## src/logic/mcg_pkg.sv

```systemverilog
package mcg_pkg;

	// Register byte offsets on the AHB-Lite slave
	localparam logic [7:0] ADDR_CTRL   = 8'h00;
	localparam logic [7:0] ADDR_STATUS = 8'h04;
	localparam logic [7:0] ADDR_ADDRSW = 8'h08;
	localparam logic [7:0] ADDR_BUSREQ = 8'h0C;
	localparam logic [7:0] ADDR_XCVR   = 8'h10;
	localparam logic [7:0] ADDR_TIMER  = 8'h14;
	localparam logic [7:0] ADDR_DECODE = 8'h18;

	// Control latch fields
	localparam int CTRL_GAIN  = 0;
	localparam int CTRL_YTF   = 1;
	localparam int CTRL_ACT   = 2;
	localparam int CTRL_ERR   = 3;
	localparam int CTRL_FLASH = 4;
	localparam int CTRL_OSC   = 5;
	localparam int CTRL_RUN   = 6;
	localparam int CTRL_W     = 7;
	localparam logic [CTRL_W-1:0] CTRL_RESET = 7'h60;

	// Status fields
	localparam int ST_IFREF  = 0;
	localparam int ST_REF300 = 1;
	localparam int ST_NVPROT = 2;
	localparam int ST_VCOLK  = 3;
	localparam int ST_NVWARN = 4;
	localparam int ST_GRANT  = 5;
	localparam int ST_REQ    = 6;
	localparam int ST_TIMIRQ = 7;
	localparam int ST_BUSIRQ = 8;
	localparam int ST_LCLK   = 9;

	// Transceiver direction field
	localparam logic [1:0] XCVR_IDLE = 2'h0;
	localparam logic [1:0] XCVR_RX   = 2'h1;
	localparam logic [1:0] XCVR_TX   = 2'h2;

	// Interrupt level codes, true sense
	localparam logic [2:0] LVL_NONE  = 3'h0;
	localparam logic [2:0] LVL_BUS   = 3'h5;
	localparam logic [2:0] LVL_TIMER = 3'h6;

	localparam int XCVR_W  = 9;
	localparam int ADDR_SW_W = 8;

	// Oscillator rate and processor division
	localparam int OSC_DIV = 2;

	// Flash half period of the error indicator
	localparam int CLK_HZ        = 20_000_000;
	localparam int FLASH_HALF_MS = 250;
	localparam int FLASH_CYCLES  = CLK_HZ / 1000 * FLASH_HALF_MS;

	typedef enum logic [1:0] {
		ACK_IDLE = 2'b00,
		ACK_WAIT = 2'b01,
		ACK_DONE = 2'b10
	} mcg_ack_e;

endpackage : mcg_pkg

```

## src/logic/mcg_glue.sv

```systemverilog
`timescale 1ns/1ps
module mcg_glue
	import mcg_pkg::*;
#(
	parameter int FLASH_CNT = mcg_pkg::FLASH_CYCLES
) (
	input  wire logic                          hclk,
	input  wire logic                          hresetn,
	input  wire logic                          hsel,
	input  wire logic [31:0]                   haddr,
	input  wire logic [1:0]                    htrans,
	input  wire logic                          hwrite,
	input  wire logic [2:0]                    hsize,
	input  wire logic [31:0]                   hwdata,
	input  wire logic                          hready,
	output logic      [31:0]                   hrdata,
	output logic                               hreadyout,
	output logic                               hresp,
	output logic                               cpu_clk_en,
	output logic                               proc_reset_n,
	output logic                               proc_stop_n,
	input  wire logic                          cpu_as_n,
	output logic                               bus_cycle_ack_n,
	output logic      [2:0]                    ipl_n,
	input  wire logic                          timer_irq,
	input  wire logic                          bus_irq,
	input  wire logic [mcg_pkg::ADDR_SW_W-1:0] addr_sw,
	output logic                               rx_dir_n,
	output logic                               rx_en_n,
	output logic                               tx_dir_n,
	output logic                               tx_en_n,
	output logic                               rts_n,
	input  wire logic                          cts_n,
	input  wire logic                          module_bus_clock,
	input  wire logic                          bus_reset_n,
	output logic                               gain_en,
	output logic                               ytf_en,
	output logic                               act_led,
	output logic                               err_led,
	input  wire logic [3:0]                    det_in,
	input  wire logic                          nv_wp_sw,
	output logic                               nv_we_allow,
	output logic      [3:0]                    mem_sel
);
	import mcg_pkg::*;

	typedef struct packed {
		logic [1:0]           ifr1, ifr2;
		logic [3:0]           det1, det2;
		logic                 wp1, wp2;
		logic                 cts1, cts2;
		logic                 lck1, lck2, lck3;
		logic                 brst1, brst2;
		logic                 as1, as2;
		logic [ADDR_SW_W-1:0] sw1, sw2;
		logic                 div;
		logic                 osc_en;
		logic [CTRL_W-1:0]    ctrl;
		logic                 req;
		logic [1:0]           xcvr;
		logic [3:0]           dec;
		logic [31:0]          flash_cnt;
		logic                 flash;
		mcg_ack_e             ack;
		logic                 ack_n;
		logic [2:0]           ipl_n;
		logic                 ph_val;
		logic                 ph_wr;
		logic [7:0]           ph_addr;
		logic [31:0]          rdata;
	} mcg_state_s;

	mcg_state_s s_q, s_d;
	logic       irq_any;
	logic [2:0] lvl;

	////////////////////////////////////////////////////////////////////////
	always_comb begin
		s_d = s_q;
		// Two-flop synchronisers, three flops for the bus clock; stage one read only by stage two
		s_d.ifr1  = {timer_irq, bus_irq};
		s_d.ifr2  = s_q.ifr1;
		s_d.det1  = det_in;
		s_d.det2  = s_q.det1;
		s_d.wp1   = nv_wp_sw;
		s_d.wp2   = s_q.wp1;
		s_d.cts1  = cts_n;
		s_d.cts2  = s_q.cts1;
		s_d.lck1  = module_bus_clock;
		s_d.lck2  = s_q.lck1;
		s_d.lck3  = s_q.lck2;
		s_d.brst1 = bus_reset_n;
		s_d.brst2 = s_q.brst1;
		s_d.as1   = cpu_as_n;
		s_d.as2   = s_q.as1;
		s_d.sw1   = addr_sw;
		s_d.sw2   = s_q.sw1;

		// Clock division and enable
		s_d.osc_en = s_q.ctrl[CTRL_OSC];
		s_d.div    = s_q.osc_en ? ~s_q.div : 1'b0;

		// Interrupt priority: timer above bus
		lvl = s_q.ifr2[1] ? LVL_TIMER : (s_q.ifr2[0] ? LVL_BUS : LVL_NONE);
		s_d.ipl_n = ~lvl;
		irq_any = (s_q.ipl_n != ~LVL_NONE);

		// Acknowledge machine
		unique case (s_q.ack)
			ACK_IDLE: begin
				s_d.ack_n = 1'b1;
				if (!s_q.as2 && !irq_any)
					s_d.ack = ACK_WAIT;
			end
			ACK_WAIT: begin
				if (irq_any) begin
					s_d.ack_n = 1'b1;
					s_d.ack   = ACK_IDLE;
				end else begin
					s_d.ack_n = 1'b0;
					s_d.ack   = ACK_DONE;
				end
			end
			ACK_DONE: begin
				if (s_q.as2) begin
					s_d.ack_n = 1'b1;
					s_d.ack   = ACK_IDLE;
				end
			end
			default: begin
				s_d.ack_n = 1'b1;
				s_d.ack   = ACK_IDLE;
			end
		endcase

		// Bus request held until grant; bus reset clears it
		if (!s_q.cts2)
			s_d.req = 1'b0;
		if (!s_q.brst2) begin
			s_d.req  = 1'b0;
			s_d.xcvr = XCVR_IDLE;
		end

		// Error indicator flashing after failed self-test
		if (s_q.ctrl[CTRL_FLASH]) begin
			if (s_q.flash_cnt >= FLASH_CNT - 1) begin
				s_d.flash_cnt = '0;
				s_d.flash     = ~s_q.flash;
			end else begin
				s_d.flash_cnt = s_q.flash_cnt + 32'h0000_0001;
			end
		end else begin
			s_d.flash_cnt = '0;
			s_d.flash     = 1'b0;
		end

		// AHB-Lite data phase write and read capture
		if (s_q.ph_val && s_q.ph_wr) begin
			unique case (s_q.ph_addr)
				ADDR_CTRL:   s_d.ctrl = hwdata[CTRL_W-1:0];
				ADDR_BUSREQ: if (hwdata[0] && s_q.brst2) s_d.req = 1'b1;
				ADDR_XCVR:   if (s_q.brst2) s_d.xcvr = hwdata[1:0];
				ADDR_DECODE: s_d.dec = hwdata[3:0];
				default: ;
			endcase
		end
		s_d.ph_val = hsel && hready && htrans[1];
		if (hsel && hready) begin
			s_d.ph_wr   = hwrite;
			s_d.ph_addr = haddr[7:0];
		end
		s_d.rdata = 32'h0000_0000;
		if (hsel && hready && htrans[1] && !hwrite) begin
			unique case (haddr[7:0])
				ADDR_CTRL:   s_d.rdata = {25'h0, s_q.ctrl};
				// Fields placed by the package positions, not by a hand-built concatenation
				ADDR_STATUS: begin
					s_d.rdata[ST_IFREF]  = s_q.det2[0];
					s_d.rdata[ST_REF300] = s_q.det2[1];
					s_d.rdata[ST_NVPROT] = s_q.wp2;
					s_d.rdata[ST_VCOLK]  = s_q.det2[3];
					s_d.rdata[ST_NVWARN] = ~s_q.wp2;
					s_d.rdata[ST_GRANT]  = ~s_q.cts2;
					s_d.rdata[ST_REQ]    = s_q.req;
					s_d.rdata[ST_TIMIRQ] = s_q.ifr2[1];
					s_d.rdata[ST_BUSIRQ] = s_q.ifr2[0];
					s_d.rdata[ST_LCLK]   = s_q.lck3;
				end
				ADDR_ADDRSW: s_d.rdata = {24'h0, s_q.sw2};
				ADDR_BUSREQ: s_d.rdata = {31'h0, s_q.req};
				ADDR_XCVR:   s_d.rdata = {30'h0, s_q.xcvr};
				ADDR_DECODE: s_d.rdata = {28'h0, s_q.dec};
				default:     s_d.rdata = 32'h0000_0000;
			endcase
		end
	end

	always_ff @(posedge hclk or negedge hresetn) begin
		if (!hresetn) begin
			s_q       <= '0;
			s_q.ctrl  <= CTRL_RESET;
			s_q.cts1  <= 1'b1;
			s_q.cts2  <= 1'b1;
			s_q.brst1 <= 1'b1;
			s_q.brst2 <= 1'b1;
			s_q.as1   <= 1'b1;
			s_q.as2   <= 1'b1;
			s_q.ack   <= ACK_IDLE;
			s_q.ack_n <= 1'b1;
			s_q.ipl_n <= 3'h7;
		end else begin
			s_q <= s_d;
		end
	end

	////////////////////////////////////////////////////////////////////////
	assign hrdata          = s_q.rdata;
	assign hreadyout       = 1'b1;
	assign hresp           = 1'b0;
	assign cpu_clk_en      = s_q.div;
	assign proc_reset_n    = s_q.ctrl[CTRL_RUN];
	assign proc_stop_n     = s_q.ctrl[CTRL_RUN];
	assign bus_cycle_ack_n = s_q.ack_n;
	assign ipl_n           = s_q.ipl_n;
	// Active-low pairs of transceiver controls
	assign rx_dir_n        = ~(s_q.xcvr == XCVR_RX);
	assign rx_en_n         = ~(s_q.xcvr == XCVR_RX);
	assign tx_dir_n        = ~(s_q.xcvr == XCVR_TX);
	assign tx_en_n         = ~(s_q.xcvr == XCVR_TX);
	assign rts_n           = ~s_q.req;
	assign gain_en         = s_q.ctrl[CTRL_GAIN];
	assign ytf_en          = s_q.ctrl[CTRL_YTF];
	assign act_led         = s_q.ctrl[CTRL_ACT];
	assign err_led         = s_q.ctrl[CTRL_ERR] | s_q.flash;
	// Switch low means write position
	assign nv_we_allow     = ~s_q.wp2;
	assign mem_sel         = s_q.dec;
endmodule : mcg_glue

```

## config.mk

```make
export PLATFORM = sky130hd
export DESIGN_NAME = mcg_glue
export DESIGN_NICKNAME = d
export VERILOG_FILES = /design/src/logic/mcg_pkg.sv /design/src/logic/mcg_glue.sv
export SDC_FILE = /design/constraint.sdc
export NUM_CORES = 1
export LEC_CHECK = 0
export BUFFER_PORTS_ARGS = -buffer_cell sky130_fd_sc_hd__buf_2
export CORE_UTILIZATION = 40
export CTS_CLUSTER_SIZE = 12
export DETAILED_ROUTE_END_ITERATION = 12
export PLACE_DENSITY = 0.65
export RECOVER_POWER = 100
export SLEW_MARGIN = 20
export SYNTH_ARGS = -nofsm -noshare
export SYNTH_HDL_FRONTEND = slang
export SYNTH_SLANG_ARGS = --single-unit
```

## constraint.sdc

```tcl
create_clock -name hclk -period 2.4 [get_ports hclk]
set_input_delay 0.12 -clock hclk [delete_from_list [all_inputs] [get_ports hclk]]
set_output_delay 0.12 -clock hclk [all_outputs]
set_load 0.05 [all_outputs]
```

### Word-level counts from Yosys, hierarchy flattened

Index checks and enable logic that the tools add are counted.

* $add $sub $neg: 1
* order comparisons: 1
* equal/unequal tests: 16
* muxes and demuxes: 20
* bitwise gates (word level): 9
* reductions and logical operators: 15

Operator list (number)
* $pmux W10 S6: 1
* $mux W33: 1
* $add A32 B1 Y32 const B: 1
* $eq A8 B5 Y1 const B: 4
* $ge A32 B23 Y1 const B: 1
* $mux W32: 1
* $eq A8 B4 Y1 const B: 3
* $logic_not A8 Y1: 2
* $mux W3: 5
* $mux W10: 1
* $pmux W3 S3: 1
* $eq A8 B3 Y1 const B: 1
* $mux W7: 1
* $not A1 Y1: 7
* $logic_and A1 B1 Y1: 6
* $mux W2: 3
* $reduce_and A2 Y1: 3
* $mux W1: 5
* $eq A2 B1 Y1 const B: 2
* $eq A2 B2 Y1 const B: 2
* $mux W4: 1
* $ne A2 B2 Y1 const B: 2
* $logic_not A1 Y1: 3
* $ne A3 B3 Y1 const B: 1
* other kinds (4): 4

* register bits: 136
* bits of input ports: 93
* output and inout bits: 55
* logic and storage cells: 94

### Logic depth before layout (Yosys ltp)

Gate-level depths: netlist of run 1.

* depth in word-level cells: 5
* mapped depth: 7
* gate-level depth less buffers: 5

### Worst setup path before layout of run 1

Ideal clock, no wire load.

* path type: register to register
* start: register s_q[32] in the netlist's numbering
* end: register s_q, in the netlist act_led
* setup time: 0.125 ns
* arrival time: 1.584 ns
* required time: 2.275 ns
* path slack: 0.691 ns
* stages on the path, launching flop included: 5
* path buffers: 0
* clock period less this slack: 1.709 ns
* cell sequence: dfrtp_1 nor4_2 nand4b_2 nor4_4 mux2_2

* cells in the longest elaborated chain, start to end: 2

Ends and longest elaborated chain
* from (decl): line mcg_glue.sv:73 `mcg_state_s s_q, s_d;`
* $logic_not A8 Y1: line mcg_glue.sv:159 `unique case (s_q.ph_addr)`
* $reduce_and A2 Y1 (no source line)

Every way passes these cells.
A chain may end at the register's enable or synchronous reset.

### Final worst setup path of run 1

* start: register s_q[32] in the netlist's numbering
* end: register s_q[91] in the netlist's numbering

The elaborated chain is that of the path after synthesis.

==> impl_metrics.csv, run 1 <==
group,metric,value,unit
outcome,status,"completed",
pwr,p_leak,2.361,nW
timing,fin_skew,0.009143,ns
cells_and_area,final_common_cell,"dfrtp_1",
clock_tree,clkSinkCount,112,
setup_path,endpoint_kind,"flop",
setup_path,crit_type,"flop to flop",
logic_synthesis,syn_area_per_cell,12.51,um2
die,fp.coreArea,11030,um2
die,io_pins,148,
global_route,grt_use_total,0.1447,
detailed_routing,drc_errors,0,
logic_synthesis,synth.distinct_cells,50,
placement,gp_congestion,0.7652,
global_route,grt_pass1_wl,13160,um
logic_synthesis,syn-cell-area,4603,um2
cells_and_area,final-seq-area,2818,um2
timing,max_freq,494.7,MHz
setup_path,regToRegStartpoint,"s_q[32]$_DFFE_PN0P_",
setup_path,cp_max_fo,4,
setup_path,cp-start-kind,"flop",
placement,placed_area,4933,um2
die,dieArea,11940,um2
die,dieHeight,109.3,um
detailed_routing,wl_per_cell,13.45,um
detailed_routing,ant_nets,0,
setup_path,cp.arrival,2.25,ns
die,fp.dieW,109.3,um
cells_and_area,antennaDiodeCount,0,
detailed_routing,finalWirelength,8032,um
global_route,antenna_found_initial,0,
logic_synthesis,synth_edf_count,0,
hold_path,worstHoldStart,"hwdata[6]",
logic_synthesis,synthArstFlopShare,1.000,
global_route,grt_pass1_vias,2734,
timing,rsz0062_at_grt,"no",
clock_tree,cts-buffers-inserted,9,
placement,dp_hpwl,5730,um
timing,slew_headroom,0.2009,
die,std_cell_rows,38,
job,maxCapViolCount,0,
detailed_routing,vias_per_cell,4.678,
global_route,grt_max_degree,50,
setup_path,critPathRequiredTime,2.63,ns
detailed_routing,drt_iter0_markers,129,
cells_and_area,layout.nets,546,
timing,finalSetupTns,0,ns
pwr,p_total,0.003783,W
pwr,powerDensity,706.5,nW/um2
timing,final_hold_viol_count,0,
detailed_routing,num_vias,2793,
timing,min_period,2.022,ns
clock_tree,cts.clk_slew.worst_paths,0.08,ns
cells_and_area,final_cell_mix,"dfrtp_1 (100), nor2_1 (41), buf_2 (36)",
timing,finalSetupViolCount,0,
logic_synthesis,syn_inst,368,
clock_tree,clock_path_buffers,2,
clock_tree,cts-htree-levels,3,
clock_tree,cts_root_buf,"clkbuf_16",
global_route,grt-ovfl-total,0,
logic_synthesis,synth_top_cell_by_area,"dfrtp_1",
timing,slew_viol_final,0,
cells_and_area,nFillCells,1011,
timing,max_slew.worst_pin.slew,1.199,ns
cells_and_area,drive_above_1_share,0.2232,
die,start_util,0.4173,
clock_tree,cts_tree,"yes",
timing,post-route-period-util,0.8423,
logic_synthesis,yosys_warnings,0,
cells_and_area,multiInputGateArea,1495,um2
logic_synthesis,synth.top_cell.area_share,0.5436,
detailed_routing,first_pass_iters,4,
cells_and_area,finalInstanceArea,5355,um2
clock_tree,clock_latency,0.34,ns
logic_synthesis,synth_area_leaders,"dfrtp_1 (54%), buf_4 (7.2%), dfstp_2 (6.8%)",
cells_and_area,syn2layout_area_growth,16.34,%
clock_tree,cts_setup_buffers,0,
logic_synthesis,synth_seq_cells,112,
pwr,ir_drop,311.0,uV
setup_path,cp-startpoint,"s_q[32]$_DFFE_PN0P_",
logic_synthesis,ys_seq_area_frac,0.6121,
hold_path,min_path_type,"input port to flop",
placement,port_buffers,69,
logic_synthesis,synth_ff_type,"dfrtp_1",
==> cell families after synthesis <==
kind of cell    after synthesis  synth area share
xor+xnor                     21           0.03996
flops                       112            0.6121
fa+ha+maj                     1          0.002718
other cells                   2          0.001631
buf+inv                      60           0.08616
compound gates               19           0.02963
simple gates                123            0.1503
mux                          30           0.07747
==> synth_stat cells (2+ instances only) <==
master      n
dfrtp_1   100
buf_4      44
nor2_1     41
mux2_2     21
xnor2_1    15
nand2_1    13
dfstp_2    12
nand3_1    12
nor2b_1     9
nor4_1      9
inv_1       8
mux2i_1     6
nor3_1      6
xor2_1      6
a21oi_1     5
and3_1      5
buf_2       4
nand4_1     4
a22oi_1     3
and2_1      3
nand2b_1    3
nand4b_1    3
or2_2       3
a211oi_1    2
and4_1      2
and4b_1     2
clkbuf_1    2
conb_1      2
mux4_2      2
==> metal layers <==
metal | vias up | global-route usage | part of all wire
li1 | 1341 | - | -
met1 | 1358 | 0.2009 | 0.47
met2 | 87 | 0.2291 | 0.47
met3 | 7 | 0.02989 | 0.047
met4 | 0 | 0.04286 | 0.0095
met5 | - | 0 | 0
==> metrics by stage <==
step / cells / util / hold slack, ns / setup slack, ns
2_1_floorplan: 399 / - / -0.1756 / 0.6909
3_3_place_gp: 562 / 0.4473 / 0.1788 / 0.5650
3_5_place_dp: 562 / 0.4473 / 0.1818 / 0.5236
4_1_cts: 597 / 0.4914 / 0.008453 / 0.5053
5_1_grt: 597 / 0.4855 / 0.001362 / 0.2261
6_report: 597 / 0.4855 / 0.01131 / 0.3784
==> worst max-delay path: stages (launching register included) <==
cell	delay, ns
dfrtp_1	0.40
nor4_2	0.29
nand4b_1	0.36
nor4_4	0.28
clkbuf_1	0.23
mux2_2	0.35
==> worst paths after layout <==
path / cells after the start / slack [ns] / to
setup / recovery: 5 / 0.38 / s_q[91]$_DFFE_PN0P_
hold / removal: 2 / 0.01 / proc_reset_n$_DFFE_PN1P_
setup reg to reg: 5 / 0.38 / s_q[91]$_DFFE_PN0P_
hold reg to reg: 0 / 0.35 / s_q[103]$_DFF_PN0_
max in group asynchronous: 3 / 0.63 / ytf_en$_DFFE_PN0P_
min in group asynchronous: 2 / 0.55 / s_d[97]$_DFF_PN0_
==> repair_timing <==
action,in CTS,in global routing
hold endpoints to repair,60,0
hold buffers,19,0
gates resized for setup,0,0
==> power by group <==
| group | internal (W) | switching (W) |
|---|---|---|
| logic | 0.0000996 | 0.000215 |
| registers | 0.00197 | 0.0000508 |
| clock network | 0.000738 | 0.000713 |
==> registers in the layout, indices dropped and copies added, names as in the netlist <==
signal / flops
ytf_en: 1
cpu_clk_en: 1
act_led: 1
hrdata: 10
s_q: 69
ipl_n: 3
gain_en: 1
bus_cycle_ack_n: 1
s_d: 20
proc_reset_n: 1
mem_sel: 4
==> cell type report <==
cell class | count | area share
clock buffer | 9 | 0.04206
clock inverter | 7 | 0.01332
inverter | 8 | 0.005607
multi-input combinational | 227 | 0.2792
sequential | 112 | 0.5262
tap | 140 | 0.03271
timing repair buffer | 94 | 0.1009
Note: power is estimated with default switching activity, not from simulation.
==> run 2, diff against run 1 <==
--- a/config.mk
+++ b/config.mk
@@ -9,7 +9,7 @@
 export CORE_UTILIZATION = 40
 export CTS_CLUSTER_SIZE = 12
 export DETAILED_ROUTE_END_ITERATION = 12
-export PLACE_DENSITY = 0.65
+export PLACE_DENSITY = 0.68
 export RECOVER_POWER = 100
 export SLEW_MARGIN = 20
 export SYNTH_ARGS = -nofsm -noshare
==> constraint.sdc (replaced) <==
create_clock -name hclk -period 1.6 [get_ports hclk]
set_input_delay 0.08 -clock hclk [delete_from_list [all_inputs] [get_ports hclk]]
set_output_delay 0.08 -clock hclk [all_outputs]
set_load 0.05 [all_outputs]
==> impl_metrics.csv, run 2 (synthesized netlist as in run 1, its figures left out) <==
group,metric,value,unit
outcome,status,"finished with violations",
outcome,violations,"negative setup slack",
die,start_util,0.4173,
die,std_cell_rows,38,
die,fp.dieW,109.3,um
hold_path,min_path_type,"input port to flop",
clock_tree,cts_root_buf,"clkbuf_16",
timing,post-route-period-util,1.148,
placement,pre_cts_slack,-0.2077,ns
clock_tree,clock_latency,0.34,ns
clock_tree,clkSinkCount,112,
setup_path,path_cells,"nor4_4 -> nand4b_4 -> buf_6 -> nor4_4 -> buf_4 -> mux2_2",
global_route,grt_max_degree,43,
timing,final_hold_viol_count,0,
pwr,powerDensity,983.9,nW/um2
timing,finalSetupTns,-4.355,ns
pwr,p_total,0.005960,W
job,maxCapViolCount,0,
die,dieArea,11940,um2
timing,fin_skew,0.004892,ns
setup_path,crit_slowest_cell,"dfrtp_1",
timing,finalSetupViolCount,37,
clock_tree,cts_tree,"yes",
setup_path,endpoint_kind,"flop",
die,io_pins,148,
cells_and_area,final_cell_mix,"dfrtp_1 (100), buf_2 (67), conb_1 (33)",
setup_path,rrSetupSlack,-0.24,ns
placement,dp_hpwl,6321,um
placement,gp_congestion,0.8484,
global_route,grt_pass1_wl,14520,um
clock_tree,cts.clk_slew.worst_paths,0.07,ns
setup_path,regToRegStartpoint,"s_q[32]$_DFFE_PN0P_",
global_route,grt_pass1_vias,3009,
cells_and_area,layout.nets,589,
detailed_routing,wl_per_cell,14.63,um
cells_and_area,finalNonFillerCells,640,
clock_tree,cts-buffers-inserted,9,
detailed_routing,drt_iter0_markers,148,
hold_path,worstHoldStart,"hready",
placement,placedCellCount,590,
cells_and_area,antennaDiodeCount,0,
cells_and_area,largest_reg_flops,69,
cells_and_area,nFillCells,933,
setup_path,crit_path_frequent_cell,"nor4_4",
setup_path,critical-path-max-stage-delay,0.41,ns
detailed_routing,finalWirelength,9364,um
setup_path,cp-start-kind,"flop",
cells_and_area,regMostFlops,"s_q",
pwr,ir_drop,533.3,uV
global_route,grt-ovfl-total,0,
cells_and_area,syn2layout_area_growth,31.58,%
detailed_routing,vias_per_cell,4.720,
timing,max_slew.worst_pin.slew,1.027,ns
setup_path,cp_max_fo,4,
detailed_routing,num_vias,3021,
setup_path,crit_type,"flop to flop",
cells_and_area,drive_above_1_share,0.3980,
timing,max_freq,544.2,MHz
timing,min_period,1.837,ns
timing,slew_headroom,0.3152,
clock_tree,cts-htree-levels,3,
pwr,p_leak,2.756,nW
die,dieHeight,109.3,um
global_route,antenna_found_initial,0,
cells_and_area,final_common_cell,"dfrtp_1",
placement,port_buffers,69,
die,fp.coreArea,11030,um2
setup_path,critPathRequiredTime,1.83,ns
global_route,grt_use_total,0.1627,
timing,rsz0062_at_grt,"yes",
detailed_routing,drc_errors,0,
detailed_routing,ant_nets,0,
clock_tree,clock_path_buffers,2,
setup_path,worst_r2r_endpoint,"act_led$_DFFE_PN0P_",
timing,setup_ws,-0.2374,ns
hold_path,hold_depth,2,
hold_path,whs_endpoint,"s_q[41]$_DFF_PN0_",
setup_path,cp.arrival,2.07,ns
detailed_routing,first_pass_iters,4,
setup_path,reg2regPathDepth,6,
cells_and_area,finalInstanceArea,6057,um2
timing,slew_viol_final,0,
placement,placed_area,5144,um2
run 2: changes by cell type in the layout (fill, tap and decap cells not counted), moves of 6 or more:
cell	before	now
buf_2	36	67
buf_4	1	31
clkbuf_1	34	1
dlygate4sd3_1	19	30
nor2_1	41	21
nor2_2	0	6
nor2_4	0	14
run 2: area by class of cell:
| class | count | area (um2) | area share |
|---|---|---|---|
| Sequential cell | 112 | 2818 | 0.4652 |
| Multi-Input combinational cell | 227 | 1729 | 0.2855 |
| Timing Repair Buffer | 137 | 977.2 | 0.1613 |
| Clock buffer | 9 | 225.2 | 0.03718 |
| Tap cell | 140 | 175.2 | 0.02892 |
| Clock inverter | 7 | 102.6 | 0.01694 |
| Inverter | 8 | 30.03 | 0.004958 |
run 2: what timing repair did:
action,in CTS,in global routing
pin swaps,4,25
hold buffers,30,0
cloned,0,2
endpoints found under the setup margin,34,39
gates resized for setup,4,60
setup buffers,1,1
hold endpoints to repair,65,0
run 2: power by group:
part           switching, W  internal [W]  total [W]
sequential        0.0000810       0.00295    0.00303
combinational      0.000343      0.000191   0.000535
clock               0.00100       0.00139    0.00239
total               0.00143       0.00453    0.00596
run 2: layer usage:
metal	share of wire	global-route usage	vias up	wire (um)
li1	-	-	1420	-
met1	0.43	0.2120	1509	4041
met2	0.52	0.2677	84	4867
met3	0.037	0.03527	8	347
met4	0.012	0.05810	0	108
met5	0	0	-	0
run 2: critical path: cells and delay by family (launching register included):
kind / cells / cell delay [ns]
buffers and inverters: 2 / 0.34
flip-flops: 1 / 0.41
multiplexers: 1 / 0.33
AND/OR/NAND/NOR: 3 / 0.65
run 2: how the worst max path moves through the flow:
stage / startpoint / to / slack (ns) / depth (start not counted)
floorplan: s_q[32]$_DFFE_PN0P_ / act_led$_DFFE_PN0P_ / -0.11 / 4
global placement: s_q[32]$_DFFE_PN0P_ / mem_sel[2]$_DFFE_PN0P_ / -0.12 / 6
detailed placement: s_q[32]$_DFFE_PN0P_ / s_q[85]$_DFF_PN0_ / -0.21 / 6
CTS: s_q[38]$_DFFE_PN0P_ / ytf_en$_DFFE_PN0P_ / -0.21 / 6
global route: s_q[32]$_DFFE_PN0P_ / ytf_en$_DFFE_PN0P_ / -0.31 / 6
finish: s_q[32]$_DFFE_PN0P_ / act_led$_DFFE_PN0P_ / -0.24 / 6
run 2: stage by stage:
step / util / hold slack [ns]
2_1_floorplan: - / -0.2156
3_3_place_gp: 0.4663 / 0.09111
3_5_place_dp: 0.4663 / 0.09817
4_1_cts: 0.5255 / 0.007517
5_1_grt: 0.5491 / 0.002479
6_report: 0.5491 / 0.01691
==> run 3, diff against run 2 <==
==> constraint.sdc (replaced) <==
create_clock -name hclk -period 1.6 [get_ports hclk]
set_input_delay 0.32 -clock hclk [delete_from_list [all_inputs] [get_ports hclk]]
set_output_delay 0.32 -clock hclk [all_outputs]
set_load 0.05 [all_outputs]
==> impl_metrics.csv, run 3 (synthesized netlist as in run 1, its figures left out) <==
group,metric,value,unit
outcome,status,"finished with violations",
outcome,violations,"negative setup slack",
pwr,p_int,0.004402,W
detailed_routing,ant_nets,0,
detailed_routing,num_vias,2924,
cells_and_area,nFillCells,963,
pwr,p_seq_frac,0.522,
timing,finalSetupViolCount,37,
setup_path,path_cells,"ha_1 -> a211oi_1 -> o21ai_4 -> mux2_4",
timing,fin_skew,0.006100,ns
cells_and_area,layout.nets,566,
placement,dp_hpwl,6083,um
setup_path,reg2regPathDepth,4,
clock_tree,cts.clk_slew.worst_paths,0.07,ns
die,dieHeight,109.3,um
setup_path,crit_type,"flop to flop",
placement,port_buffers,69,
timing,finalSetupTns,-3.797,ns
global_route,grt_pass1_wl,13960,um
clock_tree,cts_tree,"yes",
setup_path,rrSetupSlack,-0.19,ns
pwr,p_leak,2.619,nW
detailed_routing,drt_iter0_markers,85,
setup_path,regToRegStartpoint,"s_q[49]$_DFF_PN0_",
pwr,power_switching,0.001426,W
cells_and_area,final_cell_mix,"dfrtp_1 (100), buf_2 (37), buf_4 (37)",
die,dieArea,11940,um2
clock_tree,clock_path_buffers,2,
die,std_cell_rows,38,
detailed_routing,drc_errors,0,
placement,gp_congestion,0.7880,
setup_path,worst_r2r_endpoint,"s_q[48]$_DFFE_PN0P_",
die,fp.coreArea,11030,um2
cells_and_area,drive_above_1_share,0.4130,
cells_and_area,regMostFlops,"s_q",
hold_path,min_path_type,"input port to flop",
global_route,grt_max_degree,68,
global_route,grt_pass1_vias,2915,
cells_and_area,utilization,0.5277,
cells_and_area,antennaDiodeCount,0,
global_route,use_met2,0.2583,
pwr,ir_drop,575.2,uV
detailed_routing,first_pass_iters,4,
setup_path,cp-endpoint,"s_q[48]$_DFFE_PN0P_",
die,start_util,0.4173,
global_route,busiest_layer,"met2",
pwr,powerDensity,1001,nW/um2
timing,max_slew.worst_pin.slew,0.8753,ns
timing,min_period,1.794,ns
setup_path,cp_max_fo,5,
detailed_routing,vias_per_cell,4.739,
pwr,p_clk_frac,0.398,
timing,max_freq,557.4,MHz
job,maxCapViolCount,0,
timing,post-route-period-util,1.121,
global_route,met1_usage,0.2002,
clock_tree,cts-htree-levels,3,
clock_tree,clock_latency,0.35,ns
cells_and_area,finalInstanceArea,5821,um2
cells_and_area,syn2layout_area_growth,26.45,%
global_route,antenna_found_initial,0,
global_route,grt_use_met3,0.02032,
timing,rsz0062_at_grt,"yes",
clock_tree,cts_root_buf,"clkbuf_16",
timing,final_hold_viol_count,0,
setup_path,critical-path-max-stage-delay,0.53,ns
setup_path,critPathRequiredTime,1.84,ns
global_route,grt-ovfl-total,0,
die,fp.dieW,109.3,um
setup_path,endpoint_kind,"flop",
cells_and_area,final_common_cell,"dfrtp_1",
detailed_routing,wl_per_cell,14.32,um
die,io_pins,148,
setup_path,cp.arrival,2.03,ns
timing,slew_headroom,0.4165,
pwr,switching_share,0.2447,
placement,placed_area,5189,um2
setup_path,crit_slowest_cell,"a211oi_1",
pwr,combPwrFrac,0.080,
detailed_routing,finalWirelength,8834,um
cells_and_area,largest_reg_flops,69,
setup_path,cp-startpoint,"s_q[49]$_DFF_PN0_",
timing,setup_ws,-0.1939,ns
clock_tree,clkSinkCount,112,
clock_tree,cts-buffers-inserted,9,
global_route,grt_use_total,0.1570,
timing,slew_viol_final,0,
setup_path,cp-start-kind,"flop",
[run 3: cell types whose count changed in the layout (fill, tap and decap cells not counted), sizes merged]
| cell | previous run | this run |
|---|---|---|
| clkbuf | 11 | 45 |
| dlygate4sd3 | 30 | 1 |
| buf | 105 | 79 |
| clkinv | 3 | 1 |
| clkinvlp | 0 | 2 |
| bufinv | 2 | 1 |
| inv | 10 | 9 |
[run 3: worst min path at each step]
stage          depth (start not counted)  slack [ns]                   to          startpoint
6_report                               1        0.07   s_d[113]$_DFF_PN1_            cpu_as_n
2_1_floorplan                          0        0.02  act_led$_DFFE_PN0P_             hresetn
5_1_grt                                1        0.05   s_d[113]$_DFF_PN1_            cpu_as_n
3_3_place_gp                           0        0.33    s_q[97]$_DFF_PN0_   s_d[97]$_DFF_PN0_
3_5_place_dp                           0        0.33   s_q[125]$_DFF_PN0_  s_d[125]$_DFF_PN0_
4_1_cts                                1        0.05   s_d[113]$_DFF_PN1_            cpu_as_n
[run 3: layer usage]
layer,wire length [um],share of wire
met5,0,0
met4,274,0.031
met3,341,0.039
met2,4383,0.50
met1,3835,0.43
[run 3: critical path: cells and delay by family, from the launching register on]
| family | cells | cell delay [ns] |
|---|---|---|
| multiplexers | 1 | 0.33 |
| adder cells (fa/ha/maj) | 1 | 0.25 |
| AO/OA/AOI/OAI | 2 | 0.73 |
| flip-flops | 1 | 0.38 |
[run 3: area by class of cell]
type,count,area (um2),area share
flip-flops and latches,112,2818,0.4841
multi-input cells,227,1770,0.3042
repair buffers,114,711.9,0.1223
clock buffers,11,252.7,0.04342
well taps,140,175.2,0.03009
clock inverters,5,62.56,0.01075
inverters,8,30.03,0.005159
[run 3: repair_timing]
action | in CTS | in global routing
buffers inserted | 2 | 0
hold buffers | 1 | 0
endpoints found under the setup margin | 28 | 38
gates resized for setup | 19 | 58
cloned | 0 | 2
pin swaps | 2 | 22
endpoints found under the hold margin | 57 | 0
[run 3: through the flow]
| step | power, W | worst slack [ns] | cells | hold WS, ns |
|---|---|---|---|---|
| floorplan | 0.003415 | -0.1091 | 399 | 0.02441 |
| global placement | 0.003528 | -0.2214 | 596 | 0.3339 |
| detailed placement | 0.003540 | -0.2285 | 596 | 0.3347 |
| CTS | 0.005898 | -0.1525 | 615 | 0.05326 |
| global route | 0.006044 | -0.2729 | 617 | 0.05462 |
| finish | 0.005828 | -0.1939 | 617 | 0.06717 |
[run 3: power groups by stage]
stage / Combinational [W] / Sequential (W) / Clock (W)
4_1_cts: 0.000477 / 0.00304 / 0.00238
3_5_place_dp: 0.000461 / 0.00308 / 0
2_1_floorplan: 0.000343 / 0.00307 / 0
3_3_place_gp: 0.000454 / 0.00307 / 0
6_report: 0.000466 / 0.00304 / 0.00232
5_1_grt: 0.000506 / 0.00305 / 0.00249
